<file path="config.mk">
export PLATFORM = sky130hd
export DESIGN_NAME = uhi_irq_regs
export DESIGN_NICKNAME = d
export VERILOG_FILES = /design/src/uhi_pkg.sv /design/src/uhi_irq_regs.sv
export SDC_FILE = /design/constraint.sdc
export NUM_CORES = 1
export LEC_CHECK = 0
export ABC_AREA = 1
export BUFFER_PORTS_ARGS = -buffer_cell sky130_fd_sc_hd__buf_2
export CAP_MARGIN = 15
export CORE_MARGIN = 2
export CORE_UTILIZATION = 54
export CTS_CLUSTER_DIAMETER = 50
export DETAILED_ROUTE_END_ITERATION = 7
export GPL_TIMING_DRIVEN = 1
export PLACE_DENSITY = 0.84
export SLEW_MARGIN = 20
export SYNTH_ARGS = -nofsm -noshare
export SYNTH_HDL_FRONTEND = slang
export SYNTH_SLANG_ARGS = --single-unit
</file>
<file path="constraint.sdc">
create_clock -name core_clk_i -period 2.1 [get_ports core_clk_i]
set_clock_uncertainty 0.1 [all_clocks]
set_input_delay 0.105 -clock core_clk_i [delete_from_list [all_inputs] [get_ports core_clk_i]]
set_output_delay 0.105 -clock core_clk_i [all_outputs]
set_load 0.03 [all_outputs]
</file>
<file path="src/uhi_pkg.sv">
// Purpose: Constants and carriers for the host controller event and pointer block
// Assumes: Plain register port, word offsets of our own, 40 MHz core clock
// Notes: Reset values and bit positions below are shared by the design and its tests
package uhi_pkg;
  localparam int unsigned ADDR_W = 4;
  localparam logic [3:0] OFS_FLAGS = 4'h0;
  localparam logic [3:0] OFS_MASK_SET = 4'h4;
  localparam logic [3:0] OFS_MASK_CLR = 4'h8;
  localparam logic [3:0] OFS_AREA_BASE = 4'hC;
  localparam logic [3:0] OFS_PERIODIC = 4'h3;
  localparam logic [3:0] OFS_OVERRUN_CNT = 4'h7;
  localparam int unsigned BIT_OWNERSHIP = 30;
  localparam int unsigned BIT_ROOT_HUB = 6;
  localparam int unsigned BIT_FRAME_WRAP = 5;
  localparam int unsigned BIT_FATAL = 4;
  localparam int unsigned BIT_RESUME = 3;
  localparam int unsigned BIT_FRAME_BEGIN = 2;
  localparam int unsigned BIT_DONE_WB = 1;
  localparam int unsigned BIT_OVERRUN = 0;
  localparam int unsigned BIT_MASTER = 31;
  localparam logic [31:0] EVENT_BITS = 32'h4000_007F;
  localparam logic [31:0] MASK_BITS = 32'hC000_007F;
  localparam logic [31:0] AREA_BITS = 32'hFFFF_FF00;
  localparam logic [31:0] PERIODIC_BITS = 32'hFFFF_FFF0;
  localparam logic [31:0] FLAGS_RST = 32'h0000_0000;
  localparam logic [31:0] MASK_RST = 32'h0000_0000;
  localparam logic [31:0] AREA_RST = 32'h0000_0000;
  localparam logic [31:0] PERIODIC_RST = 32'h0000_0000;
  localparam logic [1:0] OVERRUN_CNT_RST = 2'h0;

  typedef struct packed {
    logic ownership_request;
    logic root_hub_change;
    logic frame_msb;
    logic area_copy_done;
    logic frame_start;
    logic fatal_error;
    logic resume_signal;
    logic resume_by_software;
    logic done_writeback;
    logic schedule_overrun;
    logic error_corrected;
  } uhi_events_t;

  typedef struct packed {
    logic [ADDR_W-1:0] addr;
    logic [31:0] wdata;
    logic wr;
    logic rd;
  } uhi_bus_req_t;

  typedef struct packed {
    logic [31:0] flags;
    logic [31:0] mask;
    logic [31:0] area_base;
    logic [31:0] periodic;
    logic [1:0] overrun_cnt;
    logic frame_msb_seen;
    logic msb_pending;
    logic resume_seen;
    logic halted;
    logic [31:0] rdata;
  } uhi_state_t;
endpackage : uhi_pkg

</file>
<file path="src/uhi_irq_regs.sv">
// Purpose: Event flags, enable mask, master enable and two pointer registers
// Assumes: Event inputs are synchronous to core_clk_i; one cycle read latency
// Notes: Interrupt outputs are levels derived from registered state
//
// The plain strobed port and the register offsets are this design's own decisions.
`timescale 1ns/1ps
module uhi_irq_regs #(
  parameter bit HAS_SMI_PIN = 1'b1
) (
  input wire logic core_clk_i,
  input wire logic reset_n_i,
  input wire uhi_pkg::uhi_bus_req_t bus_i,
  output logic [31:0] rdata_o,
  input wire uhi_pkg::uhi_events_t events_i,
  input wire logic periodic_update_i,
  input wire logic [31:0] periodic_addr_i,
  output logic host_irq_o,
  output logic system_management_irq_o,
  output logic writeback_allowed_o,
  output logic processing_halt_o,
  output logic [31:0] comm_area_base_o
);
  import uhi_pkg::*;

  uhi_state_t cur;
  uhi_state_t next_cur;
  logic [31:0] set_ev;
  logic [31:0] clr_ev;
  logic [31:0] mask_read;
  logic [31:0] pending;

  always_comb begin
    set_ev = '0;
    set_ev[BIT_OWNERSHIP] = events_i.ownership_request & HAS_SMI_PIN;
    set_ev[BIT_ROOT_HUB] = events_i.root_hub_change;
    set_ev[BIT_FRAME_WRAP] = (cur.msb_pending | (events_i.frame_msb != cur.frame_msb_seen))
                             & events_i.area_copy_done;
    set_ev[BIT_FATAL] = events_i.fatal_error;
    set_ev[BIT_RESUME] = events_i.resume_signal & ~cur.resume_seen
                         & ~events_i.resume_by_software;
    set_ev[BIT_FRAME_BEGIN] = events_i.frame_start & events_i.area_copy_done;
    // A writeback reported in the clearing cycle must keep the flag set
    set_ev[BIT_DONE_WB] = events_i.done_writeback;
    set_ev[BIT_OVERRUN] = events_i.schedule_overrun & events_i.area_copy_done;
  end

  always_comb begin
    clr_ev = '0;
    if (bus_i.wr && bus_i.addr == OFS_FLAGS) begin
      clr_ev = bus_i.wdata & EVENT_BITS;
    end
  end

  assign mask_read = cur.mask & MASK_BITS;
  assign pending = cur.flags & cur.mask & EVENT_BITS;

  always_comb begin
    next_cur = cur;
    // Set beats clear so an event in the clearing cycle is kept
    next_cur.flags = ((cur.flags & ~clr_ev) | set_ev) & EVENT_BITS;
    if (!HAS_SMI_PIN) begin
      next_cur.flags[BIT_OWNERSHIP] = 1'b0;
    end
    if (events_i.frame_msb != cur.frame_msb_seen) begin
      next_cur.frame_msb_seen = events_i.frame_msb;
      next_cur.msb_pending = ~events_i.area_copy_done;
    end else if (events_i.area_copy_done) begin
      next_cur.msb_pending = 1'b0;
    end
    next_cur.resume_seen = events_i.resume_signal;
    if (events_i.schedule_overrun) begin
      next_cur.overrun_cnt = cur.overrun_cnt + 2'd1;
    end
    if (events_i.fatal_error) begin
      next_cur.halted = 1'b1;
    end else if (events_i.error_corrected) begin
      next_cur.halted = 1'b0;
    end
    if (periodic_update_i) begin
      next_cur.periodic = periodic_addr_i & PERIODIC_BITS;
    end
    if (bus_i.wr) begin
      case (bus_i.addr)
        OFS_MASK_SET: next_cur.mask = cur.mask | (bus_i.wdata & MASK_BITS);
        OFS_MASK_CLR: next_cur.mask = cur.mask & ~(bus_i.wdata & MASK_BITS);
        OFS_AREA_BASE: next_cur.area_base = bus_i.wdata & AREA_BITS;
        default: next_cur.mask = cur.mask;
      endcase
    end
    next_cur.rdata = '0;
    if (bus_i.rd) begin
      case (bus_i.addr)
        OFS_FLAGS: next_cur.rdata = cur.flags;
        OFS_MASK_SET: next_cur.rdata = mask_read;
        OFS_MASK_CLR: next_cur.rdata = mask_read;
        OFS_AREA_BASE: next_cur.rdata = cur.area_base & AREA_BITS;
        OFS_PERIODIC: next_cur.rdata = cur.periodic;
        OFS_OVERRUN_CNT: next_cur.rdata = {30'h0000_0000, cur.overrun_cnt};
        default: next_cur.rdata = '0;
      endcase
    end
  end

  always_ff @(posedge core_clk_i or negedge reset_n_i) begin
    if (!reset_n_i) begin
      cur.flags <= FLAGS_RST;
      cur.mask <= MASK_RST;
      cur.area_base <= AREA_RST;
      cur.periodic <= PERIODIC_RST;
      cur.overrun_cnt <= OVERRUN_CNT_RST;
      cur.frame_msb_seen <= 1'b0;
      cur.msb_pending <= 1'b0;
      cur.resume_seen <= 1'b0;
      cur.halted <= 1'b0;
      cur.rdata <= '0;
    end else begin
      cur <= next_cur;
    end
  end

  assign rdata_o = cur.rdata;
  // Level request; drops once the flag is cleared or either enable falls
  assign host_irq_o = cur.mask[BIT_MASTER] & (|(pending & ~(32'h1 << BIT_OWNERSHIP)));
  // Ownership event goes straight to the management line, not via master enable
  assign system_management_irq_o = HAS_SMI_PIN & pending[BIT_OWNERSHIP];
  assign writeback_allowed_o = ~cur.flags[BIT_DONE_WB];
  assign processing_halt_o = cur.halted;
  assign comm_area_base_o = cur.area_base;
endmodule : uhi_irq_regs

</file>
==> out/results.md <==
* **run status** finished, final reports clean
* **fin crit period** 1.82 ns
* **final setup violation count** 0
* **Register-to-Register Setup Slack** 0.72 ns
* **cell type with the highest occurrence count on the critical path** sky130_fd_sc_hd__dlygate4sd3_1
* **total overflow reported by the global router** 0
* **area of the die** 9860 um2
* **post-synth top area cell** sky130_fd_sc_hd__dfrtp_1
* **hold crit path type** in -> reg
* **initial antenna violation count** 0
* **port bufs** 138
* **Vert. Die Dim** 99.3 um
* **Internal Pwr Total** 0.00317 W
* **standard cell with the maximum stage delay on the critical path** sky130_fd_sc_hd__dlygate4sd3_1
* **final routed DRC violation total** 0
* **via count of the first global-routing pass** 4211
* **number of sinks on the clock net** 107
* **ratio of cells with drive above 1 in the final layout** 0.275
* **area overhead of the layout relative to synthesis** 27.1%
* **slowest cell delay on critical path** 0.55 ns
* **Hold Path Origin** bus_i[1]
* **worst-case headroom to the max-slew limit** 0.543
* **logic depth of the worst register-to-register path** 2
* **clock share of power** 0.250
* **maximum buffer depth of the clock tree** 2
* **nets** 774
* **average footprint of a synthesized cell** 9.20 um2
* **post-detailed-route via-to-cell ratio** 5.08
* **buffer type at the clock tree root** sky130_fd_sc_hd__clkbuf_8
* **count of unique library cells instantiated by Yosys** 25
* **area share of the leading cell type in the synthesized netlist** 0.546
* **CTS tree** built
* **Worst IR Drop VDD** 0.358 mV
* **Pleak** 3.22 nW
* **standard cell core area** 8760 um2
* **number of buffers created by CTS** 9
* **count of boundary I/O pins** 152
* **Tcrit/Tclk final** 0.868
* **initial core utilization** 0.560
* **Clock Latency Late Sink** 0.36 ns
* **summed instance area of the synthesized netlist** 4910 um2
* **Clock Pin Slew Worst Setup and Hold Paths** 0.10 ns
* **type of destination of the critical path** flip-flop
* **sum of routed wire length over all layers** 12.1 mm
* **Net Sw Power** 0.00151 W
* **Final GP Congestion** 0.829
* **via count** 4082
* **sequence of cells on the critical path** dlygate4sd3_1, buf_2, nand2_1, dlygate4sd3_1, nand2_1, dlygate4sd3_1
* **overall fraction of global-route tracks in use** 0.250
* **power per unit of standard cell area** 750 nW/um2
* **routed wirelength normalized by instance count** 15.0 um
* **leading cell type in the layout, fill and taps excluded** sky130_fd_sc_hd__nand2_1
* **# Post-CTS Setup Buffers** 0
* **register area share after synthesis** 0.546
* **maximum achievable frequency** 0.549 GHz
* **largest net degree at the start of global routing** 108
* **Critical R2R Capture** cur[135]
* **number of filler cells placed in the layout** 618
* **leading cell types by total area after synthesis** sky130_fd_sc_hd__dfrtp_1 55%, sky130_fd_sc_hd__nand2_1 12%, sky130_fd_sc_hd__buf_4 10%
* **placed wire-length estimate after detailed placement** 7.17 mm
* **wire length of the first global-routing pass** 19.5 mm
* **RSZ-0062 raised after global routing** false
* **worst hold endpoint** comm_area_base_o[15]
* **number of synthesis warnings** 0
* **start-to-end type of the worst setup path** in -> reg
* **number of detailed-routing iterations run before antenna repair** 4
* **arrival time worst endpoint** 1.98 ns
* **fraction of power consumed by combinational cells** 0.223
* **Reg2Reg Launch Point** cur[135]
* **number of cells in the finished layout apart from fillers** 803
* **final setup TNS** 0 ns
* **maximum capacitance violations** 0
* **switching power share of the total** 0.323
* **Die X-Extent** 99.3 um
* **Worst setup SP type** primary input
* **data required time of the worst path** 2.25 ns
* **Cell Rows** 34
* **gate count of the mapped netlist** 533
* **flop and latch count out of synthesis** 107
* **endpoints failing hold** 0
* **starting DRC count in detailed routing** 159
* **CTS HTree Levels** 3
* **Antenna Diode Count** 0
* **final slew viol count** 0
* **slew at the pin with the worst max-slew slack** 0.685 ns
* **Antenna Nets Post-Route** 0
* **instance count after placement with tap cells included** 706
* **fraction of the core area covered by cells at the end of the flow** 0.712
* **share of power burned in registers** 0.527
* **commonest cells after routing, fill and taps aside** 161 x sky130_fd_sc_hd__nand2_1, 137 x sky130_fd_sc_hd__buf_2, 107 x sky130_fd_sc_hd__dfrtp_1, 81 x sky130_fd_sc_hd__dlygate4sd3_1, 55 x sky130_fd_sc_hd__nand3_1
* **crit path max fanout** 4
* **hold-critical path depth** 3
registers in the layout, summed over array words and instances (netlist names), named ones only:
name	cells
comm_area_base_o	24
cur	41
processing_halt_o	1
rdata_o	32
cell type report:
class | instances | area (um2) | area share
clock buffers | 12 | 145 | 0.0233
inverters | 29 | 109 | 0.0175
clock inverters | 4 | 33.8 | 0.00542
well taps | 108 | 135 | 0.0217
repair buffers | 226 | 1580 | 0.254
multi-input cells | 317 | 1550 | 0.249
flip-flops and latches | 107 | 2680 | 0.429
synth_stat cells (all sizes together):
cell / n
dfrtp: 107
xnor2: 1
a21oi: 27
xor2: 1
o21ai: 10
nor2: 22
buf: 76
nor3: 1
nand3: 56
mux2: 24
clkbuf: 11
inv: 29
a21o: 3
nand2: 163
conb: 1
nand4: 1
power groups by stage:
stage | logic [W] | clock network, W | registers [W]
after floorplan | 0.000767 | 0 | 0.00246
after global placement | 0.000896 | 0 | 0.00248
after detailed placement | 0.000922 | 0 | 0.00250
after CTS | 0.00104 | 0.00119 | 0.00246
after global routing | 0.00114 | 0.00127 | 0.00249
final | 0.00104 | 0.00117 | 0.00246
critical path: cells and delay by family:
family	cells	cell delay (ns)
simple gates	2	0.10
buf+inv	4	1.76
metrics by stage:
stage | worst slack [ns] | cell area, um2 | hold WS, ns | total power (W)
detailed placement | 0.580 | 5250 | 0.122 | 0.00342
floorplan | 0.911 | 4930 | -0.291 | 0.00322
global route | 0.221 | 6240 | 0.102 | 0.00491
finish | 0.277 | 6240 | 0.103 | 0.00467
CTS | 0.317 | 6240 | 0.0888 | 0.00469
global placement | 0.623 | 5250 | 0.119 | 0.00338
repair_timing:
action / 4_1_cts / 5_1_grt
hold buffers: 81 / 0
resized for setup: 0 / 0
endpoints found under the hold margin: 183 / 0
endpoints found under the setup margin: 0 / 0
cell families (layout without fill, tap and decap cells):
family,count (synthesis),after routing,share of synthesized area
AOI/OAI and AO/OA,40,40,0.0423
xor gates and xnor gates,2,2,0.00357
buffers and inverters,116,271,0.144
DFF,107,107,0.546
muxes,24,24,0.0551
other,1,8,0.000764
and+or+nand+nor,243,243,0.209
how the worst max path moves through the flow:
stage                 from     endpoint  slack, ns
4_1_cts        events_i[7]     cur[136]       0.32
5_1_grt        events_i[7]     cur[136]       0.22
6_report       events_i[7]     cur[136]       0.28
3_3_place_gp     bus_i[36]  rdata_o[31]       0.62
2_1_floorplan     cur[135]   host_irq_o       0.91
3_5_place_dp     bus_i[36]  rdata_o[22]       0.58
routing by layer:
layer / GRT usage / vias to the layer above / wire (um)
li1: - / 1928 / -
met1: 0.295 / 1946 / 4660
met2: 0.451 / 182 / 6300
met3: 0.0471 / 26 / 812
met4: 0.0980 / 0 / 277
met5: 0 / - / 0
Note: power is estimated with default switching activity, not from simulation.
